===== config.mk =====
export PLATFORM = sky130hd
export DESIGN_NAME = urmd_decoder
export DESIGN_NICKNAME = d
export VERILOG_FILES = /design/src/design/urmd_pkg.sv /design/src/design/urmd_decoder.sv
export SDC_FILE = /design/constraint.sdc
export NUM_CORES = 1
export LEC_CHECK = 0
export BUFFER_PORTS_ARGS = -buffer_cell sky130_fd_sc_hd__buf_4
export CAP_MARGIN = 0
export CORE_MARGIN = 1
export CORE_UTILIZATION = 50
export CTS_CLUSTER_DIAMETER = 30
export DETAILED_ROUTE_END_ITERATION = 10
export PLACE_DENSITY_LB_ADDON = 0.1
export RECOVER_POWER = 100
export SETUP_SLACK_MARGIN = 0.1
export SYNTH_ARGS = -nofsm -noshare
export SYNTH_HDL_FRONTEND = slang
export SYNTH_SLANG_ARGS = --single-unit

===== constraint.sdc =====
create_clock -name mclk -period 8.8 [get_ports mclk]
set_clock_uncertainty 0.15 [all_clocks]
set_input_delay 2.2 -clock mclk [delete_from_list [all_inputs] [get_ports mclk]]
set_output_delay 2.2 -clock mclk [all_outputs]
set_load 0.03 [all_outputs]

===== src/design/urmd_pkg.sv =====
// urmd_pkg: constants, field positions, reset values and carrier structs
// for the uart register map decoder.
// assumes a byte-wide register port from the serial slave front end.
//
// Notes on behaviour
// offset 0 holds data when divisor access off
// divisor bytes need access bit, not 0xBF
// fractional divisor also needs enhanced unlock bit
// offset 2 reads status, writes fifo control
// enhanced function register only under 0xBF
// 0xBF maps resume/halt characters at 4..7
// enhanced bits writable only when unlocked
// interrupt enable bit meanings, enhanced upper nibble
// fifo control bit meanings on write
// line control field layout
// modem control drives lines and options
// line status read only, error and empty
// modem status changes and live levels
// offset 7 scratch byte, no side effects
// offset 6 flow levels when selected
// offset 7 trigger levels when selected
// offsets 8,9 report fifo fill counts
// gpio registers at 0xA..0xE, 0xD reserved
// offset 0xF extra features control
// word length sets compare width
// halt at halt level, resume at resume
// read-only and reserved writes ignored
// data accesses pop and push fifos
package urmd_pkg;

  // register offsets
  localparam logic [3:0] OFS_DATA = 4'h0;
  localparam logic [3:0] OFS_IER = 4'h1;
  localparam logic [3:0] OFS_ISR = 4'h2;
  localparam logic [3:0] OFS_LCR = 4'h3;
  localparam logic [3:0] OFS_MCR = 4'h4;
  localparam logic [3:0] OFS_LSR = 4'h5;
  localparam logic [3:0] OFS_MSR = 4'h6;
  localparam logic [3:0] OFS_SPR = 4'h7;
  localparam logic [3:0] OFS_TXLV = 4'h8;
  localparam logic [3:0] OFS_RXLV = 4'h9;
  localparam logic [3:0] OFS_GDIR = 4'hA;
  localparam logic [3:0] OFS_GST = 4'hB;
  localparam logic [3:0] OFS_GIE = 4'hC;
  localparam logic [3:0] OFS_RSVD = 4'hD;
  localparam logic [3:0] OFS_GCTL = 4'hE;
  localparam logic [3:0] OFS_XFC = 4'hF;

  // line control value that opens the enhanced bank
  localparam logic [7:0] LC_ENH_KEY = 8'hBF;
  // field positions
  localparam int LC_DIV_BIT = 7;
  localparam int EF_UNLOCK_BIT = 4;
  localparam int MC_LEVELS_BIT = 2;
  localparam int FC_ENABLE_BIT = 0;
  localparam int FC_RXRST_BIT = 1;
  localparam int FC_TXRST_BIT = 2;
  // enhanced bits per register, gated by the unlock bit
  localparam logic [7:0] IE_ENH_MASK = 8'hF0;
  localparam logic [7:0] FC_ENH_MASK = 8'h30;
  localparam logic [7:0] MC_ENH_MASK = 8'hE0;
  localparam logic [5:0] IS_ENH_MASK = 6'h30;
  // reset value of every stored byte
  localparam logic [7:0] RST_BYTE = 8'h00;
  // flow levels count in steps of four bytes
  localparam int FLOW_LEVEL_SHIFT = 2;
  // full-width character compare mask
  localparam logic [7:0] CHAR_MASK_FULL = 8'hFF;

  // one register request from the slave front end
  typedef struct packed {
    logic wr;
    logic rd;
    logic [3:0] addr;
    logic [7:0] wdata;
  } urmd_req_s;

  // receive status levels reported by the serial engine
  typedef struct packed {
    logic global_err;
    logic shift_empty;
    logic brk;
    logic framing;
    logic parity;
    logic overrun;
  } urmd_rx_stat_s;

  // configuration handed to the uart core
  typedef struct packed {
    logic [15:0] divisor;
    logic [3:0] frac;
    logic mode_8x;
    logic mode_4x;
    logic [7:0] line_control;
    logic [7:0] char_mask;
    logic [7:0] int_enable;
    logic [7:0] fifo_control;
    logic [7:0] enhanced;
    logic [7:0] modem_control;
    logic [7:0] trigger_levels;
    logic [7:0] resume_one;
    logic [7:0] resume_two;
    logic [7:0] halt_one;
    logic [7:0] halt_two;
    logic [7:0] gpio_dir;
    logic [7:0] gpio_state;
    logic [7:0] gpio_irq_en;
    logic [7:0] gpio_ctl;
    logic [7:0] extra_ctl;
  } urmd_cfg_s;

endpackage


===== src/design/urmd_decoder.sv =====
// urmd_decoder: register map, address decode and fill accounting of a
// serial uart with fifos.
// assumes one request per cycle from the slave front end, and a uart
// core that supplies receive data, status levels and fifo events.
`timescale 1ns/1ns
`default_nettype none

module urmd_decoder #(
  parameter int FIFO_DEPTH = 64, // bytes per fifo
  parameter int LVL_W = 7 // width of a fill count
) (
  input wire logic mclk,
  input wire logic arst_n,
  // register port
  input wire urmd_pkg::urmd_req_s req,
  output logic [7:0] rd_data,
  // uart core side
  input wire logic [7:0] rx_data,
  input wire logic rx_push,
  input wire logic tx_pop,
  input wire urmd_pkg::urmd_rx_stat_s rx_stat,
  input wire logic [5:0] int_source,
  input wire logic [3:0] modem_in,
  output logic tx_push,
  output logic [7:0] tx_data,
  output logic rx_pop,
  output logic rx_fifo_reset,
  output logic tx_fifo_reset,
  output logic send_halt,
  output logic send_resume,
  output urmd_pkg::urmd_cfg_s cfg
);

  // stored registers
  logic [7:0] divisor_low;
  logic [7:0] divisor_high;
  logic [7:0] divisor_fraction;
  logic [7:0] interrupt_enable;
  logic [7:0] fifo_control;
  logic [7:0] enhanced_function;
  logic [7:0] line_control;
  logic [7:0] modem_control;
  logic [7:0] scratch;
  logic [7:0] flow_levels;
  logic [7:0] fifo_trigger_levels;
  logic [7:0] resume_char_one;
  logic [7:0] resume_char_two;
  logic [7:0] halt_char_one;
  logic [7:0] halt_char_two;
  logic [7:0] gpio_direction;
  logic [7:0] gpio_state;
  logic [7:0] gpio_irq_enable;
  logic [7:0] gpio_control;
  logic [7:0] extra_features_control;
  // fifo fill counts and modem change tracking
  logic [LVL_W-1:0] tx_count;
  logic [LVL_W-1:0] rx_count;
  logic [3:0] modem_prev;
  logic [3:0] modem_delta;
  logic flow_halted;

  // bank decode: the key value wins over the plain access bit
  wire bank_enh = (line_control == urmd_pkg::LC_ENH_KEY);
  wire bank_div = line_control[urmd_pkg::LC_DIV_BIT] & ~bank_enh;
  wire bank_std = ~line_control[urmd_pkg::LC_DIV_BIT];
  wire unlocked = enhanced_function[urmd_pkg::EF_UNLOCK_BIT];
  // flow levels and trigger levels replace status and scratch
  wire levels_on = modem_control[urmd_pkg::MC_LEVELS_BIT] & unlocked;

  // per-register select wires
  wire a_data = (req.addr == urmd_pkg::OFS_DATA);
  wire a_one = (req.addr == urmd_pkg::OFS_IER);
  wire a_two = (req.addr == urmd_pkg::OFS_ISR);
  wire a_four = (req.addr == urmd_pkg::OFS_MCR);
  wire a_five = (req.addr == urmd_pkg::OFS_LSR);
  wire a_six = (req.addr == urmd_pkg::OFS_MSR);
  wire a_seven = (req.addr == urmd_pkg::OFS_SPR);
  wire sel_holding = a_data & bank_std;
  wire sel_dll = a_data & bank_div;
  wire sel_dlm = a_one & bank_div;
  wire sel_dld = a_two & bank_div & unlocked;
  wire sel_ier = a_one & bank_std;
  wire sel_isr_fcr = a_two & bank_std;
  wire sel_efr = a_two & bank_enh;
  wire sel_mcr = a_four & ~bank_enh;
  wire sel_lsr = a_five & ~bank_enh;
  wire sel_msr = a_six & ~bank_enh & ~levels_on;
  wire sel_tcr = a_six & ~bank_enh & levels_on;
  wire sel_spr = a_seven & ~bank_enh & ~levels_on;
  wire sel_tlr = a_seven & ~bank_enh & levels_on;
  wire sel_xon1 = a_four & bank_enh;
  wire sel_xon2 = a_five & bank_enh;
  wire sel_xoff1 = a_six & bank_enh;
  wire sel_xoff2 = a_seven & bank_enh;

  // write strobes, one per writable register
  wire w_dll = req.wr & sel_dll;
  wire w_dlm = req.wr & sel_dlm;
  wire w_dld = req.wr & sel_dld;
  wire w_ier = req.wr & sel_ier;
  wire w_fcr = req.wr & sel_isr_fcr;
  wire w_efr = req.wr & sel_efr;
  wire w_lcr = req.wr & (req.addr == urmd_pkg::OFS_LCR);
  wire w_mcr = req.wr & sel_mcr;
  wire w_spr = req.wr & sel_spr;
  wire w_tcr = req.wr & sel_tcr;
  wire w_tlr = req.wr & sel_tlr;
  wire w_xon1 = req.wr & sel_xon1;
  wire w_xon2 = req.wr & sel_xon2;
  wire w_xoff1 = req.wr & sel_xoff1;
  wire w_xoff2 = req.wr & sel_xoff2;
  wire w_gdir = req.wr & (req.addr == urmd_pkg::OFS_GDIR);
  wire w_gst = req.wr & (req.addr == urmd_pkg::OFS_GST);
  wire w_gie = req.wr & (req.addr == urmd_pkg::OFS_GIE);
  wire w_gctl = req.wr & (req.addr == urmd_pkg::OFS_GCTL);
  wire w_xfc = req.wr & (req.addr == urmd_pkg::OFS_XFC);

  // enhanced bits keep their old value unless the unlock bit is set
  wire [7:0] ier_keep = unlocked ? 8'h00 : urmd_pkg::IE_ENH_MASK;
  wire [7:0] fcr_keep = unlocked ? 8'h00 : urmd_pkg::FC_ENH_MASK;
  wire [7:0] mcr_keep = unlocked ? 8'h00 : urmd_pkg::MC_ENH_MASK;
  wire [7:0] next_ier = (req.wdata & ~ier_keep) | (interrupt_enable & ier_keep);
  wire [7:0] next_fcr = (req.wdata & ~fcr_keep) | (fifo_control & fcr_keep);
  wire [7:0] next_mcr = (req.wdata & ~mcr_keep) | (modem_control & mcr_keep);
  // enhanced bits read as zero while locked
  wire [7:0] ier_view = unlocked ? interrupt_enable
                                 : (interrupt_enable & ~urmd_pkg::IE_ENH_MASK);
  wire [7:0] fcr_view = unlocked ? fifo_control
                                 : (fifo_control & ~urmd_pkg::FC_ENH_MASK);
  wire [7:0] mcr_view = unlocked ? modem_control
                                 : (modem_control & ~urmd_pkg::MC_ENH_MASK);
  wire [5:0] isr_src = unlocked ? int_source
                                : (int_source & ~urmd_pkg::IS_ENH_MASK);

  // fifo control reset bits act as one-cycle pulses, never stored
  wire rx_rst = w_fcr & req.wdata[urmd_pkg::FC_RXRST_BIT];
  wire tx_rst = w_fcr & req.wdata[urmd_pkg::FC_TXRST_BIT];
  wire fifo_on = fifo_control[urmd_pkg::FC_ENABLE_BIT];

  // data accesses move the fifos; a full or empty fifo refuses them
  wire tx_full = (tx_count == LVL_W'(FIFO_DEPTH));
  wire rx_full = (rx_count == LVL_W'(FIFO_DEPTH));
  wire rx_empty = (rx_count == '0);
  wire do_push = req.wr & sel_holding & ~tx_full;
  wire do_pop = req.rd & sel_holding & ~rx_empty;
  wire do_tx_pop = tx_pop & (tx_count != '0);
  wire do_rx_push = rx_push & ~rx_full;

  // status bytes built from core levels and own counts
  wire [7:0] isr_byte = {{2{fifo_on}}, isr_src};
  wire [7:0] lsr_byte = {rx_stat.global_err,
                         (tx_count == '0) & rx_stat.shift_empty,
                         (tx_count == '0),
                         rx_stat.brk, rx_stat.framing, rx_stat.parity,
                         rx_stat.overrun, ~rx_empty};
  wire [7:0] msr_byte = {modem_in, modem_delta};
  wire [7:0] tx_fill_level_byte = 8'(tx_count) & 8'h7F;
  wire [7:0] rx_fill_level_byte = 8'(rx_count) & 8'h7F;

  // modem change flags: new edges win over the clearing read
  wire msr_read = req.rd & sel_msr;
  wire [3:0] modem_change = modem_in ^ modem_prev;
  wire [3:0] next_delta = (msr_read ? 4'h0 : modem_delta) | modem_change;

  // flow thresholds scaled to bytes
  wire [LVL_W-1:0] halt_lvl = LVL_W'({flow_levels[3:0], 2'b00}
                                     >> (2 - urmd_pkg::FLOW_LEVEL_SHIFT));
  wire [LVL_W-1:0] resume_lvl = LVL_W'({flow_levels[7:4], 2'b00}
                                       >> (2 - urmd_pkg::FLOW_LEVEL_SHIFT));
  wire sw_flow_on = (enhanced_function[3:0] != 4'h0);
  wire hit_halt = sw_flow_on & ~flow_halted & (rx_count >= halt_lvl);
  wire hit_resume = flow_halted & (rx_count <= resume_lvl);

  // read mux; unmapped and reserved slots answer zero
  logic [7:0] next_rdata;
  always_comb begin
    next_rdata = 8'h00;
    case (req.addr)
      urmd_pkg::OFS_DATA: begin
        if (sel_holding) next_rdata = rx_data;
        else if (sel_dll) next_rdata = divisor_low;
      end
      urmd_pkg::OFS_IER: begin
        if (sel_dlm) next_rdata = divisor_high;
        else if (sel_ier) next_rdata = ier_view;
      end
      urmd_pkg::OFS_ISR: begin
        if (sel_efr) next_rdata = enhanced_function;
        else if (sel_dld) next_rdata = divisor_fraction;
        else if (sel_isr_fcr) next_rdata = isr_byte;
      end
      urmd_pkg::OFS_LCR: next_rdata = line_control;
      urmd_pkg::OFS_MCR: begin
        next_rdata = sel_xon1 ? resume_char_one : mcr_view;
      end
      urmd_pkg::OFS_LSR: begin
        next_rdata = sel_xon2 ? resume_char_two : lsr_byte;
      end
      urmd_pkg::OFS_MSR: begin
        if (sel_xoff1) next_rdata = halt_char_one;
        else if (sel_tcr) next_rdata = flow_levels;
        else next_rdata = msr_byte;
      end
      urmd_pkg::OFS_SPR: begin
        if (sel_xoff2) next_rdata = halt_char_two;
        else if (sel_tlr) next_rdata = fifo_trigger_levels;
        else next_rdata = scratch;
      end
      urmd_pkg::OFS_TXLV: next_rdata = tx_fill_level_byte;
      urmd_pkg::OFS_RXLV: next_rdata = rx_fill_level_byte;
      urmd_pkg::OFS_GDIR: next_rdata = gpio_direction;
      urmd_pkg::OFS_GST: next_rdata = gpio_state;
      urmd_pkg::OFS_GIE: next_rdata = gpio_irq_enable;
      urmd_pkg::OFS_GCTL: next_rdata = gpio_control;
      urmd_pkg::OFS_XFC: next_rdata = extra_features_control;
      default: next_rdata = 8'h00; // reserved slot
    endcase
  end

  // read data is registered; it is held until the next read
  always_ff @(posedge mclk or negedge arst_n) begin
    if (!arst_n) begin
      rd_data <= urmd_pkg::RST_BYTE;
    end else if (req.rd) begin
      rd_data <= next_rdata;
    end
  end

  // divisor bank and line control
  always_ff @(posedge mclk or negedge arst_n) begin
    if (!arst_n) begin
      divisor_low <= urmd_pkg::RST_BYTE;
      divisor_high <= urmd_pkg::RST_BYTE;
      divisor_fraction <= urmd_pkg::RST_BYTE;
      line_control <= urmd_pkg::RST_BYTE;
    end else begin
      if (w_dll) divisor_low <= req.wdata;
      if (w_dlm) divisor_high <= req.wdata;
      if (w_dld) divisor_fraction <= req.wdata;
      if (w_lcr) line_control <= req.wdata;
    end
  end

  // standard control registers with guarded enhanced bits
  always_ff @(posedge mclk or negedge arst_n) begin
    if (!arst_n) begin
      interrupt_enable <= urmd_pkg::RST_BYTE;
      fifo_control <= urmd_pkg::RST_BYTE;
      modem_control <= urmd_pkg::RST_BYTE;
      scratch <= urmd_pkg::RST_BYTE;
    end else begin
      if (w_ier) interrupt_enable <= next_ier;
      // the reset bits are not kept, they only pulse
      if (w_fcr) fifo_control <= next_fcr & 8'hF9;
      if (w_mcr) modem_control <= next_mcr;
      if (w_spr) scratch <= req.wdata;
    end
  end

  // enhanced bank: function, characters; plus unlocked flow and trigger levels
  always_ff @(posedge mclk or negedge arst_n) begin
    if (!arst_n) begin
      enhanced_function <= urmd_pkg::RST_BYTE;
      resume_char_one <= urmd_pkg::RST_BYTE;
      resume_char_two <= urmd_pkg::RST_BYTE;
      halt_char_one <= urmd_pkg::RST_BYTE;
      halt_char_two <= urmd_pkg::RST_BYTE;
      flow_levels <= urmd_pkg::RST_BYTE;
      fifo_trigger_levels <= urmd_pkg::RST_BYTE;
    end else begin
      if (w_efr) enhanced_function <= req.wdata;
      if (w_xon1) resume_char_one <= req.wdata;
      if (w_xon2) resume_char_two <= req.wdata;
      if (w_xoff1) halt_char_one <= req.wdata;
      if (w_xoff2) halt_char_two <= req.wdata;
      if (w_tcr) flow_levels <= req.wdata;
      if (w_tlr) fifo_trigger_levels <= req.wdata;
    end
  end

  // gpio and extra feature storage; layouts belong to the core
  always_ff @(posedge mclk or negedge arst_n) begin
    if (!arst_n) begin
      gpio_direction <= urmd_pkg::RST_BYTE;
      gpio_state <= urmd_pkg::RST_BYTE;
      gpio_irq_enable <= urmd_pkg::RST_BYTE;
      gpio_control <= urmd_pkg::RST_BYTE;
      extra_features_control <= urmd_pkg::RST_BYTE;
    end else begin
      if (w_gdir) gpio_direction <= req.wdata;
      if (w_gst) gpio_state <= req.wdata;
      if (w_gie) gpio_irq_enable <= req.wdata;
      if (w_gctl) gpio_control <= req.wdata;
      if (w_xfc) extra_features_control <= req.wdata;
    end
  end

  // transmit fill count: a fifo reset beats any event that cycle
  always_ff @(posedge mclk or negedge arst_n) begin
    if (!arst_n) begin
      tx_count <= '0;
    end else if (tx_rst) begin
      tx_count <= '0;
    end else begin
      tx_count <= tx_count + LVL_W'(do_push) - LVL_W'(do_tx_pop);
    end
  end

  // receive fill count
  always_ff @(posedge mclk or negedge arst_n) begin
    if (!arst_n) begin
      rx_count <= '0;
    end else if (rx_rst) begin
      rx_count <= '0;
    end else begin
      rx_count <= rx_count + LVL_W'(do_rx_push) - LVL_W'(do_pop);
    end
  end

  // modem change detection; the first sample after reset is not a change
  logic modem_primed;
  always_ff @(posedge mclk or negedge arst_n) begin
    if (!arst_n) begin
      modem_prev <= 4'h0;
      modem_delta <= 4'h0;
      modem_primed <= 1'b0;
    end else begin
      modem_prev <= modem_in;
      modem_primed <= 1'b1;
      if (modem_primed) modem_delta <= next_delta;
    end
  end

  // software flow: halt once at the halt level, resume once at or below the resume level
  always_ff @(posedge mclk or negedge arst_n) begin
    if (!arst_n) begin
      flow_halted <= 1'b0;
      send_halt <= 1'b0;
      send_resume <= 1'b0;
    end else begin
      send_halt <= hit_halt;
      send_resume <= hit_resume;
      if (hit_halt) flow_halted <= 1'b1;
      else if (hit_resume) flow_halted <= 1'b0;
    end
  end

  // strobes toward the core are registered with their data
  always_ff @(posedge mclk or negedge arst_n) begin
    if (!arst_n) begin
      tx_push <= 1'b0;
      tx_data <= urmd_pkg::RST_BYTE;
      rx_pop <= 1'b0;
      rx_fifo_reset <= 1'b0;
      tx_fifo_reset <= 1'b0;
    end else begin
      tx_push <= do_push;
      if (do_push) tx_data <= req.wdata;
      rx_pop <= do_pop;
      rx_fifo_reset <= rx_rst;
      tx_fifo_reset <= tx_rst;
    end
  end

  // compare width follows the word length field
  wire [7:0] char_mask = urmd_pkg::CHAR_MASK_FULL
                         >> (2'd3 - line_control[1:0]);

  // configuration view for the core, from the registers; enhanced bits read as zero while locked
  assign cfg.divisor = {divisor_high, divisor_low};
  assign cfg.frac = divisor_fraction[3:0];
  assign cfg.mode_8x = divisor_fraction[4];
  assign cfg.mode_4x = divisor_fraction[5];
  assign cfg.line_control = line_control;
  assign cfg.char_mask = char_mask;
  assign cfg.int_enable = ier_view;
  assign cfg.fifo_control = fcr_view;
  assign cfg.enhanced = enhanced_function;
  assign cfg.modem_control = mcr_view;
  assign cfg.trigger_levels = fifo_trigger_levels;
  assign cfg.resume_one = resume_char_one;
  assign cfg.resume_two = resume_char_two;
  assign cfg.halt_one = halt_char_one;
  assign cfg.halt_two = halt_char_two;
  assign cfg.gpio_dir = gpio_direction;
  assign cfg.gpio_state = gpio_state;
  assign cfg.gpio_irq_en = gpio_irq_enable;
  assign cfg.gpio_ctl = gpio_control;
  assign cfg.extra_ctl = extra_features_control;

endmodule // urmd_decoder

`default_nettype wire


# Word-level counts from Yosys, hierarchy flattened
# Cells that the tools add are included.
dict set report word_totals {
  register_bits 204
  inputBits 42
  elab_cells 166
  out_inout_bits 172
}
dict set report classes {
  shift 1
  n_reduce_logical 6
  n_eq_ne 17
  magnitude_cmp 2
  addsub 5
  n_mux 26
  bitwise_logic 75
}
# operator n
set op_table {}
lappend op_table {{8-bit two-way mux} 17}
lappend op_table {{8-bit case mux with 15 select lines} 1}
lappend op_table {{1-bit AND} 54}
lappend op_table {{8-bit AND} 5}
lappend op_table {{4-bit equality test, second input constant} 7}
lappend op_table {{8-bit bitwise OR} 3}
lappend op_table {{6-bit two-way mux} 3}
lappend op_table {{4-bit by 3-bit equality test with 1-bit output, second input constant} 4}
lappend op_table {{8-bit NOT} 2}
lappend op_table {{7-bit by 1-bit adder with 7-bit output} 2}
lappend op_table {{7-bit equality test, second input constant} 2}
lappend op_table {{7-bit logical NOT} 2}
lappend op_table {{7-bit two-way mux} 2}
lappend op_table {{7-bit by 1-bit subtractor with 7-bit output} 2}
lappend op_table {{8-bit by 6-bit AND with 8-bit output} 1}
lappend op_table {{4-bit by 2-bit equality test with 1-bit output, second input constant} 2}
lappend op_table {{8-bit equality test, second input constant} 1}
lappend op_table {{6-bit NOT with 8-bit output} 1}
lappend op_table {{8-bit by 2-bit >> shifter with 8-bit output, first input constant} 1}
lappend op_table {{7-bit by 6-bit greater-or-equal comparator with 1-bit output} 1}
lappend op_table {{7-bit by 6-bit less-or-equal comparator with 1-bit output} 1}
lappend op_table {{1-bit NOT} 7}
lappend op_table {{7-bit nonzero test} 1}
lappend op_table {{4-bit by 1-bit equality test with 1-bit output, second input constant} 1}
lappend op_table {{other kinds (8)} 9}

# Longest topological paths before layout
# Gate-level depths: netlist (run 1).
dict set report depth {
  ltp_word 8
  ltp_mapped 16
  mapped_depth_nobuf 16
}

# Least setup slack after synthesis (run 1)
# No wires, ideal clock.
dict set report synth_timing {
  kind {in2reg}
  start {input req[11] (netlist bit)}
  end {register tx_count[6]}
  required_time_ns 8.528
  setup_ns 0.122
  cell_stages 15
  setup_slack_ns 3.648
  arrival_time_ns 4.880
  n_path_buf 1
  path_cell_list {buf_2 or3_4 nor3_4 nand3_2 ha_1 inv_1 ha_1 inv_1 fa_1 nor2b_1 o21bai_1 a21oi_1 o21bai_1 a21oi_1 nor3b_1}
}
dict set report synth_via {
  elab_chain_cells 7
  elab_cells_between_ends 11
  cone_classes {add/sub: 2; eq/ne: 1; mux: 1; bitwise: 6; reduce/logical: 1}
}
# element line
set synth_lines {}
lappend synth_lines {{start, declared} urmd_decoder.sv:15} ;# input wire urmd_pkg::urmd_req_s req,
lappend synth_lines {{4-bit logical NOT} urmd_decoder.sv:71} ;# wire a_data = (req.addr == urmd_pkg::OFS_DATA);
lappend synth_lines {{1-bit AND} urmd_decoder.sv:78} ;# wire sel_holding = a_data & bank_std;
lappend synth_lines {{1-bit AND (2 in series)} urmd_decoder.sv:144} ;# wire do_push = req.wr & sel_holding & ~tx_full;
lappend synth_lines {{7-bit by 1-bit adder with 7-bit output} urmd_decoder.sv:305} ;# tx_count <= tx_count + LVL_W'(do_push) - LVL_W'(do_tx_pop);
lappend synth_lines {{7-bit by 1-bit subtractor with 7-bit output} urmd_decoder.sv:305}
lappend synth_lines {{7-bit two-way mux (*)} urmd_decoder.sv:302} ;# end else if (tx_rst) begin
lappend synth_lines {{end signal, assigned} urmd_decoder.sv:305}
lappend synth_lines {{end, declared} urmd_decoder.sv:56} ;# logic [LVL_W-1:0] tx_count;
# Mark *: on every way between the ends. The rest lies on a longest branch, timed or not.
# A chain may end at the register's enable or synchronous reset.

# Final worst setup path (run 1)
dict set report layout_timing {
  start {input req[9] (netlist bit)}
  end {register tx_count[6]}
}
# The elaborated chain is that of the path after synthesis.

==> results of run 1 <==
-- path summary, 6_finish.rpt --
path | from | to | slack [ns] | depth (start not counted)
hold reg to reg | tx_data[6]$_DFFE_PN0N_ | tx_data[6]$_DFFE_PN0N_ | 0.32 | 2
min in group asynchronous | arst_n | tx_fifo_reset$_DFF_PN0_ | 1.56 | 1
max in group asynchronous | arst_n | extra_features_control[4]$_DFFE_PN0P_ | 3.39 | 2
hold / removal | tx_data[6]$_DFFE_PN0N_ | tx_data[6]$_DFFE_PN0N_ | 0.32 | 2
setup reg to reg | line_control[7]$_DFFE_PN0P_ | tx_count[6]$_DFF_PN0_ | 3.87 | 14
setup / recovery | req[9] | tx_count[6]$_DFF_PN0_ | 2.29 | 14
-- metrics by stage --
stage / cell area [um^2] / utilization / total power [mW] / instances / worst slack (ns)
4_1_cts: 13700 / 0.668 / 3.99 / 1412 / 3.55
6_report: 12900 / 0.631 / 3.89 / 1412 / 2.29
3_5_place_dp: 12100 / 0.589 / 2.21 / 1331 / 3.01
3_3_place_gp: 12100 / 0.589 / 2.19 / 1331 / 3.10
2_1_floorplan: 10600 / - / 1.88 / 927 / 3.65
5_1_grt: 12900 / 0.631 / 4.05 / 1412 / 2.02
-- sequential cells by signal, summed over array words and instances, names as in the netlist, 5 cells and up, named ones only --
signal                  flops
gpio_direction              8
halt_char_two               8
resume_char_two             8
divisor_low                 8
enhanced_function           8
halt_char_one               8
rx_count                    7
gpio_control                8
scratch                     8
tx_data                     8
tx_count                    7
gpio_state                  8
modem_control               5
flow_levels                 8
line_control                8
gpio_irq_enable             8
fifo_trigger_levels         8
divisor_high                8
rd_data                     8
divisor_fraction            8
resume_char_one             8
extra_features_control      8
-- cells by family after synthesis --
group	share of synthesized area
other	0.000709
muxes	0.191
DFF	0.482
AOI/OAI and AO/OA	0.101
and+or+nand+nor	0.126
xor gates and xnor gates	0.00827
adders and majority gates	0.0345
buffers and inverters	0.0559
-- routing by layer --
metal  part of all wire  vias to the layer above  wire length, um
li1                   -                     3707                -
met4              0.025                        0              854
met3              0.090                       61             3060
met1               0.42                     4270            14100
met2               0.47                      419            16000
met5                  0                        -                0
-- worst min-delay path: stages, from the launching register on --
cell and delay (ns):
dfrtp_1 0.33, nand2_1 0.05, nand2_1 0.05
-- area by class of cell --
type / instances / area share
Sequential cell: 204 / 0.395
Inverter: 34 / 0.00987
Clock inverter: 26 / 0.0318
Clock buffer: 55 / 0.0930
Timing Repair Buffer: 211 / 0.0751
Tap cell: 270 / 0.0261
Multi-Input combinational cell: 612 / 0.369
-- report_power, final --
| part | internal [mW] | switching (mW) |
|---|---|---|
| clock | 1.23 | 0.541 |
| combinational | 0.324 | 0.549 |
| sequential | 1.09 | 0.159 |
| total | 2.64 | 1.25 |
-- layout by cell type, fill, tap and decap left out, types with 5 or more instances in the layout --
cell        netlist  layout
a21oi_1          36      36
a221oi_1          9       9
a22o_1            9       9
a22oi_1          13      13
a31oi_1           6       6
a32o_1            5       5
and2_0            0      10
and2_1           15       6
and3_1           15      15
buf_4            31      45
bufinv_16         0       9
clkbuf_1         26     170
clkbuf_16         0      44
clkbuf_8          0       7
clkinv_2          0       6
clkinvlp_4        0       6
conb_1            2       8
dfrtp_1         204     204
ha_1             26      26
inv_1            33      33
mux2_2          162     162
mux2i_1          20      20
nand2_1          76      78
nand2b_1          7       7
nand3_1          26      29
nand4_1           4       7
nor2_1           23      28
nor2b_1          18      18
nor3_1            9      16
o211ai_1          6       6
o21ai_0          13      13
o21bai_1          5       5
o22ai_1           6       6
xor2_1            6       6
==> results.toml, run 1 <==
[status]
status = "finished with violations"
violations = "capacitance limit, slew limit"

[setup_path]
worstPathArrival_ns = 6.80
critPathTopFamily = "simple AND/OR/NAND/NOR gates"
endpoint_kind = "flip-flop"
crit_slowest_cell = "nor3_1"
max_stage_delay_ns = 1.37
crit_type = "in -> reg"
cp-start-kind = "input pin"
cp.required_ns = 9.08
worst-path-buf-inv = 3
worstPathMaxFanout = 32
cp_cell_sequence = "clkbuf_1 -> nor3_1 -> nand3_1 -> ha_1 -> inv_1 -> ha_1 -> inv_1 -> fa_1 -> nor2b_1 -> o21bai_1 -> a21oi_1 -> o21bai_1 -> nand3_1 -> nor3b_1"

[power]
ir_drop_uv = 130
powerDensity_mw_per_mm2 = 301
p_leak_nw = 5.95

[floorplan]
initial_core_util = 0.516
dieWidth_um = 148
chipHeight_um = 148
die-area_mm2 = 0.0218
core_mm2 = 0.0205
pin_count = 214
rows = 52

[synthesis]
syn_avg_cell_area_um2 = 11.5
synth_edf_count = 0
syn_inst = 921
synthesis.area_mm2 = 0.0106
yosysSeqAreaShare = 0.482
synthTopCellsByCount = "dfrtp_1 (204), mux2_2 (162), nand2_1 (76), a21oi_1 (36), inv_1 (33)"
synthArstFlopShare = 1.00
yosys.cell_count.top_type = "dfrtp_1"
synth_top_cell_area_share = 0.482
synth_ff_type = "dfrtp_1"
yosysWarningCount = 0
synth_cell_types = 77
ys_ff_latch = 204
synth.area.top_cells = "dfrtp_1 (48%), mux2_2 (17%), ha_1 (3.1%), nand2_1 (2.7%), buf_4 (2.2%)"
synth_top_area_cell = "dfrtp_1"

[timing]
rsz0062_at_grt = "false"
finalCriticalPeriod_ns = 6.51
hold-worst-slack_ns = 0.319
finalMaxSlewViolations = 132
slew_headroom = -1.19
post-route-period-util = 0.740
setup_violations = 0
worst_pin_slew_ns = 3.29
tns_ns = 0
hold_viol = 0
clock.fmax_ghz = 0.154

[clock_tree]
cts_resized = 0
clkSinkCount = 204
clk_pin_slew_ns = 0.05
clockRootBuffer = "clkbuf_16"
cts_buffers = 44
cts_htree_levels = 2
clk_latency_ns = 0.53
cts_hold_buf = 0
cts_setup_buffers = 0
cts_max_path_buffers = 3
cts_tree = "yes"

[drt]
ant_nets = 0
num_vias = 8457
drt-vias-per-instance = 5.99
wl_per_cell_um = 24.1
finalWirelength_um = 34000
detail_route.first_pass.iterations = 5
drcViolationCount = 0
drtIter0Drc = 746

[global_routing]
grt_max_degree = 96
use_met1 = 0.432
use_met3 = 0.0759
overflow = 0
grt_pass1_vias = 8505
grt_antenna_before_repair = 0
grt_usage = 0.317
top_usage_layer = "met2"
grt.met2_usage = 0.496
grt_pass1_wl_um = 51600

[place]
place_congestion = 0.949
portBuffers = 206
dp.final_hpwl_um = 23500

[min_path]
holdCritPathClass = "reg -> reg"

[cells_and_area]
layout.nets = 1177
drive_gt1_frac = 0.257
regArea_mm2 = 0.00510
area.growth.synth_to_final_pct = 22.1
multiInputGateArea_mm2 = 0.00477
n_antenna_cell = 0
fillCellCount = 1831

[run]
maxCapViolCount = 5
Power figures use the tool's default switching activity.
==> run 2: changes to the inputs <==
==> constraint.sdc (replaced) <==
create_clock -name mclk -period 6.8 [get_ports mclk]
set_clock_uncertainty 0.15 [all_clocks]
set_input_delay 1.7 -clock mclk [delete_from_list [all_inputs] [get_ports mclk]]
set_output_delay 1.7 -clock mclk [all_outputs]
set_load 0.03 [all_outputs]
==> run 2 against run 1 <==
Compared with the run above: the flow still finishes with violations (capacitance limit, slew limit); worst setup slack worse by 1.1 ns; routed wire length is 0.70% lower; final area shrank 0.70%; first-iteration DRC count fell by 7.0%; core utilization fell by 0.44 points; die area did not move; cell count fell by 0.14%; register-to-register slack worse by 1.4 ns; critical path depth fell by 9; total power increased by 26%; highest routed layer unchanged.
==> results.toml, run 2 (same netlist as run 1, synthesis figures left out) <==
[place]
place_congestion = 0.943
place_ws_ns = 1.70
dp.final_hpwl_um = 23400
portBuffers = 206

[min_path]
holdPathEnd = "send_halt$_DFF_PN0_"
holdPathStages = 1
holdCritPathClass = "reg -> reg"
min_from = "flow_halted$_DFFE_PN0P_"

[power]
powerDensity_mw_per_mm2 = 381
ir_drop_uv = 211
p_leak_nw = 5.92
total_power_mw = 4.89

[drt]
drcViolationCount = 0
drtIter0Drc = 694
ant_nets = 0
finalWirelength_um = 33700
wl_per_cell_um = 23.9
drt-vias-per-instance = 6.00
num_vias = 8461
detail_route.first_pass.iterations = 5

[timing]
worst_pin_slew_ns = 2.94
tns_ns = 0
finalMaxSlewViolations = 106
hold_viol = 0
setup_violations = 0
hold-worst-slack_ns = 0.322
slew_headroom = -0.960
clock.fmax_ghz = 0.178
finalCriticalPeriod_ns = 5.61
setup_slack_ns = 1.19
rsz0062_at_grt = "false"
post-route-period-util = 0.825

[floorplan]
dieWidth_um = 148
rows = 52
chipHeight_um = 148
core_mm2 = 0.0205
pin_count = 214
die-area_mm2 = 0.0218
initial_core_util = 0.516

[clock_tree]
cts_max_path_buffers = 3
cts_htree_levels = 2
clockRootBuffer = "clkbuf_16"
clk_latency_ns = 0.52
clkSinkCount = 204
cts_hold_buf = 0
cts_resized = 0
cts_setup_buffers = 0
cts_tree = "yes"
cts_buffers = 44
clk_pin_slew_ns = 0.04

[cells_and_area]
final_util = 0.626
multiInputGateArea_mm2 = 0.00478
layout.nets = 1178
final_cell_mix = "dfrtp_1 (204), clkbuf_1 (171), mux2_2 (162)"
fillCellCount = 1822
regArea_mm2 = 0.00510
layout_commonest_cell = "dfrtp_1"
n_antenna_cell = 0
drive_gt1_frac = 0.255
area.growth.synth_to_final_pct = 21.3

[setup_path]
r2r_cells = 15
r2r-end = "tx_count[6]$_DFF_PN0_"
r2r_slack_ns = 2.50
worstPathMaxFanout = 32
endpoint_kind = "flip-flop"
crit_type = "in -> reg"
worstReg2RegStart = "line_control[7]$_DFFE_PN0P_"
cp.required_ns = 7.05
worstPathArrival_ns = 5.86
cp-start-kind = "input pin"
setup.worst_path.start = "req[9]"

[status]
violations = "capacitance limit, slew limit"
status = "finished with violations"

[global_routing]
grt_antenna_before_repair = 0
grt_usage = 0.316
grt_pass1_wl_um = 51500
grt_max_degree = 90
grt_pass1_vias = 8495
overflow = 0

[run]
maxCapViolCount = 4
## run 2: worst max-delay path by stage
| stage | end | slack (ns) | cells past startpoint |
|---|---|---|---|
| after floorplan | tx_count[6]$_DFF_PN0_ | 2.15 | 15 |
| after global placement | tx_count[6]$_DFF_PN0_ | 1.79 | 16 |
| after detailed placement | tx_count[6]$_DFF_PN0_ | 1.70 | 16 |
| after CTS | tx_count[6]$_DFF_PN0_ | 2.21 | 16 |
| after global routing | tx_count[6]$_DFF_PN0_ | 1.11 | 15 |
| final | halt_char_two[0]$_DFFE_PN0P_ | 1.19 | 5 |
## run 2: area by class of cell
| class | count | area share |
|---|---|---|
| Sequential cell | 204 | 0.398 |
| Inverter | 34 | 0.00994 |
| Tap cell | 270 | 0.0263 |
| Multi-Input combinational cell | 612 | 0.373 |
| Timing Repair Buffer | 212 | 0.0759 |
| Clock buffer | 59 | 0.0988 |
| Clock inverter | 19 | 0.0187 |
## run 2: layer usage
layer  vias to the layer above  wire (um)  track usage
met5                         -          0            0
met2                       452      15500        0.486
li1                       3686          -            -
met4                         0        974        0.123
met1                      4253      14300        0.439
met3                        70       2970       0.0651
## run 2: report_power, final
part / internal (mW) / switching (mW) / total, mW
logic: 0.417 / 0.710 / 1.13
clock network: 1.48 / 0.661 / 2.14
registers: 1.41 / 0.210 / 1.62
## run 2: critical path: stages
cell and delay, ns:
clkbuf_1 1.09, and2_0 0.78, nand2_1 0.47, nor3_1 1.37, mux2_2 0.44
## run 2: metrics by stage
step	instances	cell area [um^2]
6_report	1410	12800
5_1_grt	1410	12800
4_1_cts	1410	13600
3_5_place_dp	1332	12100
3_3_place_gp	1332	12100
2_1_floorplan	927	10600
